===== src/rtl/mlsit_defines.vh =====
// Shared constants for the link status, gap throttle and flow control block
`ifndef MLSIT_DEFINES_VH
`define MLSIT_DEFINES_VH
`define MLSIT_CLK_PERIOD_NS      10
`define MLSIT_TXCLK_100M_NS      80
`define MLSIT_TXCLK_10M_NS       800
`define MLSIT_TXCLK_1G_NS        8
`define MLSIT_GAP_100M_NS        960
`define MLSIT_GAP_10M_NS         9600
`define MLSIT_GAP_1G_NS          96
`define MLSIT_SLOT_NS            512
`define MLSIT_GAP_100M_CYC       ((`MLSIT_GAP_100M_NS + `MLSIT_CLK_PERIOD_NS - 1) / `MLSIT_CLK_PERIOD_NS)
`define MLSIT_GAP_10M_CYC        ((`MLSIT_GAP_10M_NS + `MLSIT_CLK_PERIOD_NS - 1) / `MLSIT_CLK_PERIOD_NS)
`define MLSIT_GAP_1G_CYC         ((`MLSIT_GAP_1G_NS + `MLSIT_CLK_PERIOD_NS - 1) / `MLSIT_CLK_PERIOD_NS)
`define MLSIT_SLOT_CYC           ((`MLSIT_SLOT_NS + `MLSIT_CLK_PERIOD_NS - 1) / `MLSIT_CLK_PERIOD_NS)
`define MLSIT_TXCLK_10M_CYC      ((`MLSIT_TXCLK_10M_NS + `MLSIT_CLK_PERIOD_NS - 1) / `MLSIT_CLK_PERIOD_NS)
`define MLSIT_TXCLK_1G_CYC       ((`MLSIT_TXCLK_1G_NS + `MLSIT_CLK_PERIOD_NS - 1) / `MLSIT_CLK_PERIOD_NS)
`define MLSIT_SPEED_10           2'h0
`define MLSIT_SPEED_100          2'h1
`define MLSIT_SPEED_1000         2'h2
`define MLSIT_WMARK_W            13
`define MLSIT_FIFO_W             8
`define MLSIT_FIFO_DEPTH         16
`define MLSIT_FIFO_AW            4
`endif


===== src/rtl/mlsit_fifo.v =====
// Small synchronous FIFO with valid/ready on both sides
`timescale 1ns/100ps
module mlsit_fifo #(
  parameter WIDTH = 8,
  parameter DEPTH = 16,
  parameter AW    = 4
) (
  // Clock and reset
  input  wire             mclk_i,
  input  wire             rst_i,
  // Write side
  input  wire             in_valid_i,
  output wire             in_ready_o,
  input  wire [WIDTH-1:0] in_data_i,
  // Read side
  output wire             out_valid_o,
  input  wire             out_ready_i,
  output reg  [WIDTH-1:0] out_data_o
);
  reg [WIDTH-1:0] mem [0:DEPTH-1];
  reg [AW-1:0]    wptr;
  reg [AW-1:0]    rptr;
  reg [AW:0]      count;
  reg             have;
  wire            wr;
  wire            rd;
  wire            load;

  assign in_ready_o  = (count != DEPTH[AW:0]);
  assign wr          = in_valid_i && in_ready_o;
  // Output register is refilled whenever empty or consumed
  assign load        = (count != {(AW+1){1'b0}}) && (!have || out_ready_i);
  assign rd          = load;
  assign out_valid_o = have;

  always @(posedge mclk_i)
  begin
    if (wr)
      mem[wptr] <= in_data_i;
  end

  always @(posedge mclk_i or posedge rst_i)
  begin
    if (rst_i)
    begin
      wptr       <= {AW{1'b0}};
      rptr       <= {AW{1'b0}};
      count      <= {(AW+1){1'b0}};
      have       <= 1'b0;
      out_data_o <= {WIDTH{1'b0}};
    end
    else
    begin
      if (wr)
        wptr <= wptr + {{(AW-1){1'b0}}, 1'b1};
      if (rd)
      begin
        rptr       <= rptr + {{(AW-1){1'b0}}, 1'b1};
        out_data_o <= mem[rptr];
        have       <= 1'b1;
      end
      else if (out_ready_i)
        have <= 1'b0;
      if (wr && !rd)
        count <= count + {{AW{1'b0}}, 1'b1};
      else if (rd && !wr)
        count <= count - {{AW{1'b0}}, 1'b1};
    end
  end
endmodule


===== src/rtl/mlsit_top.v =====
// Link status, adaptive gap throttle and flow control parameters of the MAC
// Summary of operation
// Serdes mode: lost signal marks link down and disables MAC, even when forced up.
// Lost signal restarts auto-negotiation and blocks its completion until cleared.
// Enabled link change pulse posted on every link up and link down.
// Internal PHY mode: MAC disabled whenever PHY link indication is low.
// Minimum back-to-back gap 960 ns at 100 Mb/s, 9.6 us at 10 Mb/s.
// Throttle holds back-to-back frames before handing them to CSMA/CD transmit.
// Throttle is 16-bit count of transmit clocks, 80 ns each at 100 Mb/s.
// Never start before standard minimum gap; smaller throttle values have no effect.
// No throttle after a receive nor on non back-to-back frames.
// Retransmissions after collisions keep normal timing, ignoring the throttle.
// Back-to-back gap is the larger of throttle and base gap, not the sum.
// Software should keep throttle at zero unless extra delay is wanted.
// Holds a programmable 6-byte multicast destination for flow control frames.
// Holds 13-bit high watermark compared against receive buffer fullness.
// Holds 13-bit low watermark signalling receive buffer emptiness.
// Holds 16-bit pause time value placed into each transmitted pause frame.
// Holds programmable 16-bit type value identifying flow control frames.
// Asymmetric mode may send flow control frames while ignoring received ones.
// Negotiation settles symmetric or asymmetric flow control per partner abilities.
// Pause time counted in slot times of 512 ns each; the slot is rounded up to 52 clocks (520 ns).
// Lost signal and internal link inputs synchronised before use.
`timescale 1ns/100ps
`include "mlsit_defines.vh"
module mlsit_top #(
  parameter DW = `MLSIT_FIFO_W,
  parameter FD = `MLSIT_FIFO_DEPTH,
  parameter FA = `MLSIT_FIFO_AW
) (
  // Clock and reset
  input  wire          mclk_i,
  input  wire          rst_i,
  // Mode and link inputs
  input  wire          ten_bit_iface_mode_i,
  input  wire          signal_lost_input_i,
  input  wire          phy_link_up_i,
  input  wire          force_link_up_i,
  input  wire          autoneg_enable_i,
  input  wire          autoneg_done_i,
  input  wire          link_change_irq_en_i,
  input  wire [1:0]    speed_i,
  // Link status outputs
  output reg           link_up_o,
  output wire          mac_enable_o,
  output reg           autoneg_restart_o,
  output wire          autoneg_allow_o,
  output reg           link_change_irq_o,
  // Gap configuration
  input  wire [15:0]   gap_throttle_reg_i,
  input  wire [9:0]    base_tx_gap_i,
  // Receive and transmit events
  input  wire          rx_end_i,
  input  wire          tx_end_i,
  input  wire          tx_collision_i,
  // Frame data stream from transmit DMA
  input  wire          tx_valid_i,
  output wire          tx_ready_o,
  input  wire [DW-1:0] tx_data_i,
  input  wire          tx_first_i,
  // Stream toward CSMA/CD transmit function
  output wire          mac_valid_o,
  input  wire          mac_ready_i,
  output wire [DW-1:0] mac_data_o,
  output wire          gap_hold_o,
  // Flow control parameters
  input  wire [47:0]   pause_dest_addr_i,
  input  wire [12:0]   rx_high_watermark_i,
  input  wire [12:0]   rx_low_watermark_i,
  input  wire [15:0]   pause_time_value_i,
  input  wire [15:0]   pause_frame_type_i,
  input  wire [12:0]   rx_fill_level_i,
  input  wire          local_pause_i,
  input  wire          local_asm_dir_i,
  input  wire          partner_pause_i,
  input  wire          partner_asm_dir_i,
  // Flow control outputs
  output reg  [47:0]   fc_dest_addr_o,
  output reg  [15:0]   fc_type_o,
  output reg  [15:0]   fc_pause_time_o,
  output reg           rx_above_high_o,
  output reg           rx_below_low_o,
  output reg           fc_tx_enable_o,
  output reg           fc_rx_enable_o,
  output reg  [31:0]   pause_quanta_cyc_o
);
  localparam [15:0] GAP100 = `MLSIT_GAP_100M_CYC;
  localparam [15:0] GAP10  = `MLSIT_GAP_10M_CYC;
  localparam [15:0] GAP1G  = `MLSIT_GAP_1G_CYC;
  localparam [15:0] TXC100 = `MLSIT_TXCLK_100M_NS / `MLSIT_CLK_PERIOD_NS;
  localparam [15:0] TXC10  = `MLSIT_TXCLK_10M_CYC;
  localparam [15:0] TXC1G  = `MLSIT_TXCLK_1G_CYC;
  localparam [9:0]  SLOT   = `MLSIT_SLOT_CYC;

  localparam [3:0] ST_IDLE = 4'h1;
  localparam [3:0] ST_SEND = 4'h2;
  localparam [3:0] ST_GAP  = 4'h4;
  localparam [3:0] ST_OPEN = 4'h8;

  // Three-stage synchronisers; only stages two and three are compared
  reg  [2:0] los_sync;
  reg  [2:0] phy_sync;
  reg        los_s;
  reg        phy_s;
  reg        link_now;
  reg        link_prev;

  always @(posedge mclk_i or posedge rst_i)
  begin
    if (rst_i)
    begin
      los_sync <= 3'h0;
      phy_sync <= 3'h0;
      los_s    <= 1'b0;
      phy_s    <= 1'b0;
    end
    else
    begin
      los_sync <= {los_sync[1:0], signal_lost_input_i};
      phy_sync <= {phy_sync[1:0], phy_link_up_i};
      if (los_sync[2] == los_sync[1])
        los_s <= los_sync[2];
      if (phy_sync[2] == phy_sync[1])
        phy_s <= phy_sync[2];
    end
  end

  always @*
  begin
    link_now = 1'b0;
    if (ten_bit_iface_mode_i)
    begin
      if (los_s)
        link_now = 1'b0;
      else if (autoneg_enable_i)
        link_now = autoneg_done_i;
      else
        link_now = force_link_up_i;
    end
    else
      link_now = phy_s;
  end

  assign mac_enable_o    = link_up_o;
  assign autoneg_allow_o = !(ten_bit_iface_mode_i && los_s);

  always @(posedge mclk_i or posedge rst_i)
  begin
    if (rst_i)
    begin
      link_up_o         <= 1'b0;
      link_prev         <= 1'b0;
      autoneg_restart_o <= 1'b0;
      link_change_irq_o <= 1'b0;
    end
    else
    begin
      link_up_o         <= link_now;
      link_prev         <= link_up_o;
      autoneg_restart_o <= ten_bit_iface_mode_i && autoneg_enable_i && los_s;
      link_change_irq_o <= link_change_irq_en_i && (link_prev != link_up_o);
    end
  end

  // Gap throttle: FIFO buffers the frame stream; the gate stalls its drain side
  reg  [3:0]  state;
  reg  [3:0]  next_state;
  reg  [15:0] gap_cnt;
  reg  [15:0] gap_need;
  reg         after_rx;
  reg         retry;
  reg  [15:0] ieee_min;
  reg  [15:0] txclk_cyc;
  reg  [31:0] thr_cyc;
  reg  [15:0] thr_sat;
  reg  [15:0] base_cyc;
  reg  [31:0] base_prod;
  reg  [15:0] larger;
  wire        f_valid;
  wire        f_ready;
  wire [DW-1:0] f_data;

  mlsit_fifo #(
    .WIDTH (DW),
    .DEPTH (FD),
    .AW    (FA)
  ) u_fifo (
    .mclk_i      (mclk_i),
    .rst_i       (rst_i),
    .in_valid_i  (tx_valid_i),
    .in_ready_o  (tx_ready_o),
    .in_data_i   (tx_data_i),
    .out_valid_o (f_valid),
    .out_ready_i (f_ready),
    .out_data_o  (f_data)
  );

  always @*
  begin
    case (speed_i)
      `MLSIT_SPEED_10:
      begin
        ieee_min  = GAP10;
        txclk_cyc = TXC10;
      end
      `MLSIT_SPEED_100:
      begin
        ieee_min  = GAP100;
        txclk_cyc = TXC100;
      end
      default:
      begin
        ieee_min  = GAP1G;
        txclk_cyc = TXC1G;
      end
    endcase
    thr_cyc  = {16'h0000, gap_throttle_reg_i} * {16'h0000, txclk_cyc};
    thr_sat  = (thr_cyc[31:16] != 16'h0000) ? 16'hffff : thr_cyc[15:0];
    // Base gap saturates too, a large value at 10 Mb/s would otherwise wrap short
    base_prod = {{22{1'b0}}, base_tx_gap_i} * {16'h0000, txclk_cyc};
    base_cyc = (base_prod[31:16] != 16'h0000) ? 16'hffff : base_prod[15:0];
    larger   = (thr_sat > base_cyc) ? thr_sat : base_cyc;
    if (larger < ieee_min)
      larger = ieee_min;
  end

  // Hold the stream only while a back-to-back gap is running
  assign f_ready     = mac_ready_i && (state != ST_GAP);
  assign mac_valid_o = f_valid && (state != ST_GAP);
  assign mac_data_o  = f_data;
  assign gap_hold_o  = (state == ST_GAP);

  always @*
  begin
    next_state = state;
    case (state)
      ST_IDLE:
        if (f_valid && mac_ready_i)
          next_state = ST_SEND;
      ST_SEND:
        if (tx_end_i)
          next_state = ST_GAP;
      ST_GAP:
        if (retry || after_rx || (gap_cnt >= gap_need))
          next_state = ST_OPEN;
      ST_OPEN:
        if (f_valid && mac_ready_i)
          next_state = ST_SEND;
        else if (!f_valid)
          next_state = ST_IDLE;
      default:
        next_state = ST_IDLE;
    endcase
  end

  always @(posedge mclk_i or posedge rst_i)
  begin
    if (rst_i)
    begin
      state    <= ST_IDLE;
      gap_cnt  <= 16'h0000;
      gap_need <= 16'h0000;
      after_rx <= 1'b0;
      retry    <= 1'b0;
    end
    else
    begin
      state <= next_state;
      if (state == ST_SEND && tx_end_i)
      begin
        // Counting from one makes the hold last exactly gap_need cycles
        gap_cnt  <= 16'h0001;
        gap_need <= larger;
      end
      else if (gap_cnt != 16'hffff)
        gap_cnt <= gap_cnt + 16'h0001;
      // Set wins: a receive seen at the frame end still releases the gap
      if (rx_end_i)
        after_rx <= 1'b1;
      else if (state == ST_OPEN || state == ST_IDLE)
        after_rx <= 1'b0;
      if (tx_collision_i)
        retry <= 1'b1;
      else if (state == ST_OPEN)
        retry <= 1'b0;
    end
  end

  // Flow control parameters and negotiated direction
  always @(posedge mclk_i or posedge rst_i)
  begin
    if (rst_i)
    begin
      fc_dest_addr_o     <= 48'h0;
      fc_type_o          <= 16'h0000;
      fc_pause_time_o    <= 16'h0000;
      rx_above_high_o    <= 1'b0;
      rx_below_low_o     <= 1'b0;
      fc_tx_enable_o     <= 1'b0;
      fc_rx_enable_o     <= 1'b0;
      pause_quanta_cyc_o <= 32'h0;
    end
    else
    begin
      fc_dest_addr_o     <= pause_dest_addr_i;
      fc_type_o          <= pause_frame_type_i;
      fc_pause_time_o    <= pause_time_value_i;
      pause_quanta_cyc_o <= {16'h0000, pause_time_value_i} * {{22{1'b0}}, SLOT};
      rx_above_high_o    <= (rx_fill_level_i >= rx_high_watermark_i);
      rx_below_low_o     <= (rx_fill_level_i <= rx_low_watermark_i);
      if (local_pause_i && partner_pause_i)
      begin
        fc_tx_enable_o <= 1'b1;
        fc_rx_enable_o <= 1'b1;
      end
      else if (local_asm_dir_i && partner_asm_dir_i && !local_pause_i && partner_pause_i)
      begin
        fc_tx_enable_o <= 1'b1;
        fc_rx_enable_o <= 1'b0;
      end
      else if (local_asm_dir_i && partner_asm_dir_i && local_pause_i)
      begin
        fc_tx_enable_o <= 1'b0;
        fc_rx_enable_o <= 1'b1;
      end
      else
      begin
        fc_tx_enable_o <= 1'b0;
        fc_rx_enable_o <= 1'b0;
      end
    end
  end
endmodule


===== config.mk =====
export PLATFORM = sky130hd
export DESIGN_NAME = mlsit_top
export DESIGN_NICKNAME = d
export VERILOG_FILES = /design/src/rtl/mlsit_fifo.v /design/src/rtl/mlsit_top.v
export VERILOG_INCLUDE_DIRS = /design/src /design/src/rtl
export SDC_FILE = /design/constraint.sdc
export NUM_CORES = 1
export LEC_CHECK = 0
export ABC_AREA = 1
export BUFFER_PORTS_ARGS = -buffer_cell sky130_fd_sc_hd__clkbuf_2
export CORE_ASPECT_RATIO = 0.75
export CORE_MARGIN = 5
export CORE_UTILIZATION = 25
export CTS_CLUSTER_SIZE = 40
export DETAILED_ROUTE_END_ITERATION = 8
export GPL_ROUTABILITY_DRIVEN = 0
export GPL_TIMING_DRIVEN = 0
export PLACE_DENSITY = 0.47
export SLEW_MARGIN = 5
export SYNTH_ARGS = -nofsm -noshare
export SYNTH_HDL_FRONTEND = slang
export SYNTH_SLANG_ARGS = --single-unit

===== constraint.sdc =====
create_clock -name mclk_i -period 13.65 [get_ports mclk_i]
set_input_delay 2.73 -clock mclk_i [delete_from_list [all_inputs] [get_ports mclk_i]]
set_output_delay 2.73 -clock mclk_i [all_outputs]
set_load 0.005 [all_outputs]

==> metrics.md, run 1 <==
| Metric | Value |
|---|---|
| Port Buffer Count | `a little under 300` |
| CP bufs+invs | `13` |
| Detailed Place HPWL | `40,600 um` |
| Final antenna-violating net count | `0` |
| Hold buffer count at cts | `0` |
| Status | `completed` |
| Synth Area in XOR/XNOR | `0.0188` |
| Slowest-stage cell, CP | `nor2_1` |
| Most common cell on crit path | `nand2_1` |
| Top-count cell post-synth | `inv_1` |
| Least-Margin Pin Slew | `1120 ps` |
| Final non-filler cell area | `about 0.023 sq mm` |
| N_diodes | `0` |
| Post-synth top cells | `inv_1 (358), nand2_1 (333), ha_1 (216)` |
| Root Buffer | `clkbuf_16` |
| CP Launch Point | `speed_i[1]` |
| Hold Crit Depth | `0` |
| Clk sink count | `302` |
| Layout Nets | `2,785` |
| Number of setup buffers added after CTS | `0` |
| Pre-CTS WS | `1450 ps` |
| Die Y | `between 200 and 250 um` |
| PD cells | `146 mW/mm^2` |
| First-pass GRT wire length | `81,400 um` |
| Longest Clk Path Bufs | `3` |
| Slew headroom | `0.247` |
| Placed Cells | `3,280` |
| Netlist cell types | `58` |
| Seq. cell area | `0.00820 sq mm` |
| DRC violations left | `0` |
| RSZ-0062 raised after global routing | `false` |
| Die width | `326 um` |
| Area growth, synth to finish | `20.8%` |
| Adder-Cell Fraction of Synth Area | `0.199` |
| Standard-cell row count | `86` |
| Worst vdd ir | `0.0980 mV` |
| Post-Layout Cell Count | `about 3,300` |
| Die area | `0.0803 sq mm` |
| Slew Viols, Final | `0` |
| Fraction of layout cells with a size suffix above 1 | `0.176` |
| Core ar. | `0.0737 sq mm` |
| Yosys top cell area share | `0.232` |
| Area leader, netlist | `dfrtp_1` |
| Final Hold Viols | `0` |
| H-tree Lvls | `1` |
| Critical-path maximum fanout | `12` |
| Critical Path RT | `~14,000 ps` |
| Initial Utilization | `0.253` |
| Synthesized area per cell | `around 9.3 sq um` |
| Post-DP Area | `0.0214 sq mm` |
| Drt pass-1 iters | `5` |
| Largest net degree at the start of global routing | `110` |
| Async SR Flop Fraction | `0.576` |
| Wirelength per Cell | `around 15 um` |
| Setup ws final | `~2000 ps` |
| Number of flops mapped to enable cells by yosys | `128` |
| Syn. warnings | `0` |
| Final TNS setup | `0 ps` |
| Synth Area in Compound Gates | `0.0869` |
| Register area share after synthesis | `0.439` |
| Worst Hold Launch | `phy_sync[0]$_DFF_PP0_` |
| I/O pin cnt | `306` |
| Via count | `14,600` |
| Vias in the first global route | `14,800` |
| CP arrival | `12,130 ps` |
| Fillers | `7,718` |
| Simple-gate share of the synthesized area | `0.154` |
| # setup viols final | `0` |
| Min-Delay Endpoint | `phy_sync[1]$_DFF_PP0_` |
| Crit. End Element | `register` |
| Remaining global-route overflow | `0` |
| Leak | `~11 nW` |
| Worst R2R Path Depth | `15` |
| Startpoint Class | `primary input` |
| Multi-input gate area | `about 0.009 sq mm` |
| Synth top area cells | `dfrtp_1 (23%), edfxtp_1 (21%), ha_1 (14%)` |
| Worst Clk Skew | `8.85 ps` |
| Max stage delay on crit path | `680 ps` |
| Tmin final | `11,650 ps` |
| Initial antenna violation count | `1` |
| Worst R2R Setup Slack | `10,400 ps` |
| Clock Latency Late Sink | `590 ps` |
| Flops & latches, synth | `302` |
| Dominant combinational cell family by area after synthesis | `adder cells` |
| Tcrit/Tclk final | `0.854` |
| Fmax achieved | `85.8 MHz` |
| Synthesized instance count | `roughly 2,000` |
| Post-synthesis mux area share | `0.0113` |
| Worst r2r dst | `u_fifo.count[4]$_DFFE_PP0P_` |
| Post-DR vias/cell | `4.36` |
| Total GRT Usage | `0.124` |
| Maxcap violations | `0` |
| Final core occ | `0.306` |
| Inserted Clock Buffers | `31` |
| Mapped cell area | `about 0.019 sq mm` |
| Worst r2r src | `state[0]$_DFFE_PP1P_` |
| CTS tree | `yes` |
| Main synth FF type | `dfrtp_1` |
| Crit Path Class | `in2reg` |
| Initial drt markers | `approximately 850` |
| Hold WC Path Type | `reg2reg` |
| Drt total wl | `51,000 um` |
| Cell family with most CP delay | `simple AND/OR/NAND/NOR gates` |
| Clock Pin Slew Worst Setup and Hold Paths | `70 ps` |
| PostCTS Resize Cnt | `0` |
## placed cells by master, fill, tap and decap left out, types with 5 or more instances in the layout
cell type and n:
a21oi_1 90, a31oi_1 14, buf_1 6, buf_4 15, bufinv_16 6, clkbuf_1 34
clkbuf_16 32, clkbuf_2 292, clkinv_1 6, conb_1 12, dfrtp_1 173, edfxtp_1 128
fa_1 50, ha_1 216, inv_1 357, inv_2 7, mux2i_1 20, nand2_1 333
nand2_2 17, nand3_1 49, nand4_1 19, nor2_1 204, nor2_2 5, nor3_1 19
nor4_1 5, o211ai_1 13, o21ai_0 94, o21bai_1 7, o221ai_1 20, o32ai_1 12
xnor2_1 6, xor2_1 34
## cell families (layout without fill, tap and decap cells)
family / Yosys count / count (layout)
multiplexers: 21 / 21
adder cells (fa/ha/maj): 268 / 268
other: 1 / 12
flip-flops: 302 / 302
buffers and inverters: 426 / 776
AND/OR/NAND/NOR: 677 / 677
AO/OA/AOI/OAI: 273 / 273
XOR/XNOR: 40 / 40
## stage by stage
stage	total power, mW	hold WS (ps)
floorplan	1.96	331
finish	3.29	347
CTS	3.33	350
detailed placement	2.37	340
global placement	2.35	336
global route	3.53	352
## worst reg2reg max path: cells and delay by family (launching register included)
| kind | cells | cell delay, ps |
|---|---|---|
| AOI/OAI and AO/OA | 3 | 500 |
| xor gates and xnor gates | 1 | 160 |
| adders and majority gates | 2 | 660 |
| buffers and inverters | 4 | 380 |
| DFF | 1 | 390 |
| and+or+nand+nor | 5 | 1090 |
## layer usage
metal / vias up / share of wire / track usage
met5: - / 0.00025 / 0
met4: 2 / 0.015 / 0.0191
met3: 53 / 0.063 / 0.0277
met2: 382 / 0.43 / 0.191
met1: 6921 / 0.49 / 0.183
li1: 7199 / - / -
## sequential cells by signal, indices dropped and copies added, names as in the netlist, 5 cells and up
signal / flops
u_fifo.out_data_o: 8
fc_type_o: 16
u_fifo.count: 5
pause_quanta_cyc_o: 18
u_fifo.mem: 128
fc_dest_addr_o: 48
gap_cnt: 16
gap_need: 16
fc_pause_time_o: 16
## power by group
group          total, mW  switching (mW)  internal (mW)
registers           1.19          0.0850           1.11
logic               1.15           0.740          0.413
clock network      0.939           0.383          0.556
total               3.29            1.21           2.08
## area by class of cell
type / count / area share
Timing Repair Buffer: 293 / 0.0660
Tap cell: 968 / 0.0537
Inverter: 369 / 0.0618
Clock buffer: 38 / 0.0374
Multi-Input combinational cell: 1291 / 0.392
Clock inverter: 19 / 0.0124
Sequential cell: 302 / 0.364
Buffer: 57 / 0.0129
## worst max-delay path by stage
stage | end | cells past startpoint | slack (ps)
2_1_floorplan | gap_need[3]$_DFFE_PP0P_ | 50 | 3890
3_3_place_gp | gap_need[1]$_DFFE_PP0P_ | 47 | 1530
3_5_place_dp | gap_need[3]$_DFFE_PP0P_ | 49 | 1450
4_1_cts | gap_need[3]$_DFFE_PP0P_ | 49 | 2070
5_1_grt | gap_need[3]$_DFFE_PP0P_ | 49 | 1050
6_report | gap_need[3]$_DFFE_PP0P_ | 49 | 2000
Power figures use the tool's default switching activity.
==> run 2: changes to the inputs <==
- ABC_AREA: 1 -> default
==> run 2 against run 1 <==
Net effect:
- setup slack lost 1500 ps
- clock skew grew 6.7 ps
- via count fell by 8.8%
- final cell count down 11%
- die area fell by 1.4%
- wire length decreased by 3.6%
- maximum frequency shrank 12%
- sequential power barely moved
- combinational power barely moved
- critical endpoint is now gap_need[1]$_DFFE_PP0P_
==> metrics.md, run 2 <==
| Metric | Value |
|---|---|
| Status | `completed (unchanged)` |
| Reg with most FFs | `u_fifo.mem (unchanged)` |
| Area leader, netlist | `dfrtp_1 (unchanged)` |
| Post-DR vias/cell | `4.49 (was 4.36)` |
| Worst Clk Skew | `15.5 ps (was 8.85 ps)` |
| Clock Latency Late Sink | `560 ps (was 590 ps)` |
| Leak | `10.6 nW (was 11.3 nW)` |
| Hold WC Path Type | `reg2reg (unchanged)` |
| Yosys top cell area share | `0.235 (was 0.232)` |
| Root Buffer | `clkbuf_16 (unchanged)` |
| Wirelength per Cell | `16.6 um (was 15.3 um)` |
| Port Buffer Count | `292 (unchanged)` |
| PD cells | `146 mW/mm^2 (about the same)` |
| Flop pwr share | `0.367 (was 0.363)` |
| Worst R2R Setup Slack | `10,160 ps (was 10,400 ps)` |
| Clk sink count | `302 (unchanged)` |
| First-pass GRT wire length | `77,300 um (was 81,400 um)` |
| Multi-input gate area | `0.00920 sq mm (was 0.00884 sq mm)` |
| Synthesized instance count | `1,619 (was 2,008)` |
| Worst r2r src | `state[3]$_DFFE_PP0P_ (was state[0]$_DFFE_PP1P_)` |
| DRC violations left | `0 (unchanged)` |
| Min-Delay Endpoint | `phy_sync[1]$_DFF_PP0_ (unchanged)` |
| Crit Path Class | `in2reg (unchanged)` |
| Hold_ws | `350 ps (was 347 ps)` |
| Critical-path maximum fanout | `10 (was 12)` |
| I/O pin cnt | `306 (unchanged)` |
| Most common cell on crit path | `ha_1 (was nand2_1)` |
| Pint | `2.16 mW (was 2.08 mW)` |
| Synthesized area per cell | `11.4 sq um (was 9.30 sq um)` |
| H-tree Lvls | `2 (was 1)` |
| Initial Utilization | `0.252 (was 0.253)` |
| # setup viols final | `0 (unchanged)` |
| Die Y | `245 um (was 247 um)` |
| CP arrival | `13,620 ps (was 12,130 ps)` |
| Synth top area cells | `dfrtp_1 (24%), edfxtp_1 (21%), ha_1 (15%) (was dfrtp_1 (23%), edfxtp_1 (21%), ha_1 (14%))` |
| Netlist cell types | `79 (was 58)` |
| CTS tree | `yes (unchanged)` |
| Core ar. | `0.0732 sq mm (was 0.0737 sq mm)` |
| Final Hold Viols | `0 (unchanged)` |
| Final antenna-violating net count | `0 (unchanged)` |
| Drt pass-1 iters | `5 (unchanged)` |
| Fmax achieved | `75.9 MHz (was 85.8 MHz)` |
| Commonest non-fill, non-tap cell in the layout | `clkbuf_2 (was inv_1)` |
| Worst R2R Path Depth | `14 (was 15)` |
| Least-Margin Pin Slew | `1010 ps (was 1120 ps)` |
| Crit. End Element | `register (unchanged)` |
| Leading registers by flop count | `u_fifo.mem x128, fc_dest_addr_o x48, pause_quanta_cyc_o x18 (unchanged)` |
| Syn. warnings | `0 (unchanged)` |
| Detailed Place HPWL | `38,900 um (was 40,600 um)` |
| Initial antenna violation count | `1 (unchanged)` |
| Startpoint Class | `primary input (unchanged)` |
| Tcrit/Tclk final | `0.966 (was 0.854)` |
| Maxcap violations | `0 (unchanged)` |
| Area growth, synth to finish | `21.5% (was 20.8%)` |
| Seq. cell area | `0.00820 sq mm (unchanged)` |
| Max FFs per register | `128 (unchanged)` |
| Async SR Flop Fraction | `0.576 (unchanged)` |
| Switching power | `1.12 mW (was 1.21 mW)` |
| Layout Nets | `2,401 (was 2,785)` |
| Die area | `0.0792 sq mm (was 0.0803 sq mm)` |
| Sw frac | `0.341 (was 0.368)` |
| Largest net degree at the start of global routing | `100 (was 110)` |
| Drt total wl | `49,200 um (was 51,000 um)` |
| Number of flops mapped to enable cells by yosys | `128 (unchanged)` |
| Total GRT Usage | `0.124 (about the same)` |
| Flops & latches, synth | `302 (unchanged)` |
| Final TNS setup | `0 ps (unchanged)` |
| Main synth FF type | `dfrtp_1 (unchanged)` |
| Remaining global-route overflow | `0 (unchanged)` |
| Worst vdd ir | `0.109 mV (was 0.0980 mV)` |
| Commonest cells after routing, fill and taps aside | `clkbuf_2 (297), ha_1 (216), inv_1 (207) (was inv_1 (357), nand2_1 (333), clkbuf_2 (292))` |
| Gate power share | `0.342 (was 0.351)` |
| Slowest-stage cell, CP | `a2111oi_1 (was nor2_1)` |
| Fraction of layout cells with a size suffix above 1 | `0.227 (was 0.176)` |
| Clock Pin Slew Worst Setup and Hold Paths | `60 ps (was 70 ps)` |
| Critical Path RT | `14,090 ps (was 14,130 ps)` |
| Hold Crit Depth | `0 (unchanged)` |
| Fillers | `7,560 (was 7,718)` |
| Worst Hold Launch | `phy_sync[0]$_DFF_PP0_ (unchanged)` |
| Register area share after synthesis | `0.445 (was 0.439)` |
| Tot Pwr | `3.27 mW (was 3.29 mW)` |
| Mapped cell area | `0.0184 sq mm (was 0.0187 sq mm)` |
| Initial drt markers | `636 (was 847)` |
| Die width | `323 um (was 326 um)` |
| Vias in the first global route | `13,900 (was 14,800)` |
| Clock Power Share | `0.292 (was 0.286)` |
| Max stage delay on crit path | `650 ps (was 680 ps)` |
| Longest Clk Path Bufs | `3 (unchanged)` |
| Top-count cell post-synth | `ha_1 (was inv_1)` |
| Post-synth top cells | `ha_1 (216), inv_1 (208), dfrtp_1 (173) (was inv_1 (358), nand2_1 (333), ha_1 (216))` |
| Slew headroom | `0.324 (was 0.247)` |
| Slew Viols, Final | `0 (unchanged)` |
| Inserted Clock Buffers | `36 (was 31)` |
| RSZ-0062 raised after global routing | `false (unchanged)` |
| Via count | `13,300 (was 14,600)` |
| Worst r2r dst | `u_fifo.count[4]$_DFFE_PP0P_ (unchanged)` |
| Standard-cell row count | `86 (unchanged)` |
| Tmin final | `13,180 ps (was 11,650 ps)` |
-- run 2: changes by cell type in the layout (fill, tap and decap cells not counted), moves of 40 or more --
| cell | previous run | this run |
|---|---|---|
| nor2_1 | 204 | 95 |
| mux4_2 | 0 | 40 |
| o21ai_0 | 94 | 48 |
| and2_1 | 1 | 53 |
| inv_1 | 357 | 207 |
| nand2_1 | 333 | 88 |
-- run 2: per-layer routing --
metal,GRT usage,vias to the layer above,part of all wire
li1,-,6368,-
met1,0.171,6500,0.47
met2,0.191,350,0.44
met3,0.0376,51,0.074
met4,0.0280,0,0.017
met5,0,-,0
-- run 2: layout make-up --
class | count | share of cell area
repair buffers | 293 | 0.0666
clock inverters | 13 | 0.00632
flip-flops and latches | 302 | 0.367
inverters | 208 | 0.0353
clock buffers | 53 | 0.0463
well taps | 968 | 0.0542
plain buffers | 60 | 0.0131
multi-input cells | 1060 | 0.411
diodes | 1 | 0.000112
-- run 2: power groups by stage --
stage                     combinational, mW  clock (mW)  sequential (mW)
after floorplan                       0.760           0             1.20
after global placement                 1.11           0             1.21
after detailed placement               1.13           0             1.22
after CTS                              1.14       0.998             1.20
after global routing                   1.26        1.03             1.22
final                                  1.12       0.955             1.20
-- run 2: what timing repair did --
item,CTS,global route
hold buffers,0,0
gates resized for setup,0,8
buffers inserted,0,0
setup endpoints to repair,0,10
-- run 2: how the worst max path moves through the flow --
stage | slack, ps | end | startpoint
6_report | 470 | gap_need[1]$_DFFE_PP0P_ | speed_i[1]
4_1_cts | 40 | gap_need[1]$_DFFE_PP0P_ | speed_i[1]
2_1_floorplan | 1980 | gap_need[1]$_DFFE_PP0P_ | speed_i[1]
5_1_grt | 10 | gap_need[1]$_DFFE_PP0P_ | speed_i[1]
3_3_place_gp | -510 | gap_need[1]$_DFFE_PP0P_ | speed_i[1]
3_5_place_dp | -510 | gap_need[1]$_DFFE_PP0P_ | speed_i[1]
-- run 2: cells by family after synthesis --
| kind of cell | share of synthesized area |
|---|---|
| adders and majority gates | 0.202 |
| buffers and inverters | 0.0581 |
| DFF | 0.445 |
| AOI/OAI and AO/OA | 0.101 |
| other | 0.000204 |
| muxes | 0.0585 |
| xor gates and xnor gates | 0.0266 |
| and+or+nand+nor | 0.108 |
-- run 2: worst max-delay path, delay by kind of cell --
kind / cells / cell delay [ps]
AO/OA/AOI/OAI: 12 / 3280
adder cells (fa/ha/maj): 7 / 2260
buffers and inverters: 12 / 2910
AND/OR/NAND/NOR: 9 / 2390
-- run 2: stage by stage --
stage	setup slack (ps)	instance area, sq um	cells	util
after detailed placement	-514	21200	2891	0.289
after global placement	-510	21100	2890	0.289
after CTS	35.5	22400	2957	0.305
after floorplan	1980	18400	1630	-
final	468	22400	2958	0.306
after global routing	9.74	22400	2957	0.306
==> run 3: changes to the inputs <==
- GPL_TIMING_DRIVEN: 0 -> 1
==> run 3 against run 2 <==
Net effect:
- clock skew up 22 ps
- global-route usage down 0.41 points
- clock power up 2.8%
- final cell count down 1.7%
- maximum frequency up 13%
- critical path type unchanged
- largest power group unchanged
==> metrics.md, run 3 (synthesized netlist as in run 2, its figures left out) <==
| Metric | Value |
|---|---|
| Worst Clk Skew | `37.3 ps (was 15.5 ps)` |
| First-pass GRT wire length | `75,300 um (was 77,300 um)` |
| Largest net degree at the start of global routing | `122 (was 100)` |
| Slew Viols, Final | `0 (unchanged)` |
| Detailed Place HPWL | `36,700 um (was 38,900 um)` |
| Seq. cell area | `0.00820 sq mm (about the same)` |
| Final TNS setup | `0 ps (unchanged)` |
| Status | `completed (unchanged)` |
| Hold WC Path Type | `reg2reg (unchanged)` |
| Crit. End Element | `register (unchanged)` |
| H-tree Lvls | `2 (unchanged)` |
| Worst vdd ir | `0.0968 mV (was 0.109 mV)` |
| Most common cell on crit path | `ha_1 (unchanged)` |
| Standard-cell row count | `86 (unchanged)` |
| Commonest cells after routing, fill and taps aside | `clkbuf_2 (292), ha_1 (216), inv_1 (207) (was clkbuf_2 (297), ha_1 (216), inv_1 (207))` |
| Post-DR vias/cell | `4.47 (was 4.49)` |
| Core ar. | `0.0732 sq mm (unchanged)` |
| CTS tree | `yes (unchanged)` |
| Fmax achieved | `85.3 MHz (was 75.9 MHz)` |
| I/O pin cnt | `306 (unchanged)` |
| Longest Clk Path Bufs | `3 (unchanged)` |
| Port Buffer Count | `292 (unchanged)` |
| Total GRT Usage | `0.119 (was 0.124)` |
| Vias in the first global route | `13,400 (was 13,900)` |
| Slew headroom | `0.272 (was 0.324)` |
| Die area | `0.0792 sq mm (unchanged)` |
| Area growth, synth to finish | `20.3% (was 21.5%)` |
| Tmin final | `11,720 ps (was 13,180 ps)` |
| Critical Path RT | `14,100 ps (was 14,090 ps)` |
| DRC violations left | `0 (unchanged)` |
| Drt total wl | `47,500 um (was 49,200 um)` |
| Clk sink count | `302 (unchanged)` |
| Startpoint Class | `primary input (unchanged)` |
| Leak | `10.5 nW (was 10.6 nW)` |
| Root Buffer | `clkbuf_16 (unchanged)` |
| Least-Margin Pin Slew | `1090 ps (was 1010 ps)` |
| Via count | `13,000 (was 13,300)` |
| Reg with most FFs | `u_fifo.mem (unchanged)` |
| Post-Layout Cell Count | `2,908 (was 2,958)` |
| Wirelength per Cell | `16.4 um (was 16.6 um)` |
| Remaining global-route overflow | `0 (unchanged)` |
| Drt pass-1 iters | `5 (unchanged)` |
| Fraction of layout cells with a size suffix above 1 | `0.225 (was 0.227)` |
| Initial antenna violation count | `0 (was 1)` |
| N_diodes | `0 (was 1)` |
| Placed Cells | `2,842 (was 2,891)` |
| Slowest-stage cell, CP | `nor2b_1 (was a2111oi_1)` |
| # setup viols final | `0 (unchanged)` |
| Clock Pin Slew Worst Setup and Hold Paths | `60 ps (about the same)` |
| Inserted Clock Buffers | `37 (was 36)` |
| Crit Path Class | `in2reg (unchanged)` |
| Multi-input gate area | `0.00918 sq mm (was 0.00920 sq mm)` |
| Maxcap violations | `0 (unchanged)` |
| Commonest non-fill, non-tap cell in the layout | `clkbuf_2 (unchanged)` |
| Fillers | `7,615 (was 7,560)` |
| Die width | `323 um (unchanged)` |
| PostCTS Resize Cnt | `0 (unchanged)` |
| PD cells | `148 mW/mm^2 (was 146 mW/mm^2)` |
| Final Hold Viols | `0 (unchanged)` |
| CP arrival | `12,160 ps (was 13,620 ps)` |
| Initial Utilization | `0.252 (unchanged)` |
| RSZ-0062 raised after global routing | `false (unchanged)` |
| Number of setup buffers added after CTS | `0 (unchanged)` |
| Critical-path maximum fanout | `34 (was 10)` |
| Hold buffer count at cts | `0 (unchanged)` |
| Layout Nets | `2,353 (was 2,401)` |
| Initial drt markers | `625 (was 636)` |
| Hold_ws | `347 ps (was 350 ps)` |
| Clock Latency Late Sink | `570 ps (was 560 ps)` |
| Max stage delay on crit path | `790 ps (was 650 ps)` |
| Leading registers by flop count | `u_fifo.mem x128, fc_dest_addr_o x48, pause_quanta_cyc_o x18 (unchanged)` |
| Tcrit/Tclk final | `0.858 (was 0.966)` |
| Max FFs per register | `128 (unchanged)` |
| Final antenna-violating net count | `0 (unchanged)` |
| Die Y | `245 um (unchanged)` |
## run 3: cell types whose count changed in the layout (fill, tap and decap cells not counted), moves of 5 or more
cell      before  now
clkbuf_1      36    4
buf_1         10    0
clkbuf_2     297  292
clkbuf_8       7    2
clkinv_1       0    5
## run 3: layout make-up
| cell class | instances | area share |
|---|---|---|
| repair buffers | 304 | 0.0700 |
| inverters | 208 | 0.0356 |
| well taps | 968 | 0.0547 |
| clock inverters | 23 | 0.0113 |
| clock buffers | 43 | 0.0437 |
| flip-flops and latches | 302 | 0.370 |
| multi-input cells | 1060 | 0.414 |
## run 3: stage by stage
stage,util,power [mW],cell area (sq um),setup slack (ps)
6_report,0.303,3.27,22200,1930
5_1_grt,0.303,3.51,22200,1190
4_1_cts,0.303,3.33,22200,2060
3_5_place_dp,0.286,2.32,20900,1450
3_3_place_gp,0.286,2.30,20900,1490
2_1_floorplan,-,1.96,18400,1980
## run 3: per-layer routing
metal | share of wire | GRT usage | wire length (um) | vias up
li1 | - | - | - | 6257
met1 | 0.48 | 0.171 | 22800 | 6365
met2 | 0.44 | 0.182 | 20800 | 319
met3 | 0.068 | 0.0327 | 3250 | 44
met4 | 0.015 | 0.0239 | 715 | 0
met5 | 0 | 0 | 0 | -
## run 3: final timing paths
kind | from | to | slack [ps] | cells after the start
max reg2reg | state[3]$_DFFE_PP0P_ | u_fifo.count[4]$_DFFE_PP0P_ | 10440 | 14
max in group asynchronous | rst_i | u_fifo.rptr[1]$_DFFE_PP0P_ | 9870 | 3
min | los_sync[0]$_DFF_PP0_ | los_sync[1]$_DFF_PP0_ | 350 | 0
max | speed_i[1] | gap_need[1]$_DFFE_PP0P_ | 1930 | 35
min in group asynchronous | rst_i | fc_dest_addr_o[37]$_DFF_PP0_ | 2350 | 2
min reg2reg | los_sync[0]$_DFF_PP0_ | los_sync[1]$_DFF_PP0_ | 350 | 0
## run 3: report_power, final
part	internal, mW	switching (mW)	leakage, nW
combinational	0.484	0.555	6.67
clock	0.557	0.425	0.590
sequential	1.11	0.136	3.20
## run 3: worst max-delay path: cells and delay by family
kind	cells	cell delay (ps)
buffers and inverters	7	1580
AND/OR/NAND/NOR	8	2180
adder cells (fa/ha/maj)	6	2140
AO/OA/AOI/OAI	14	3510
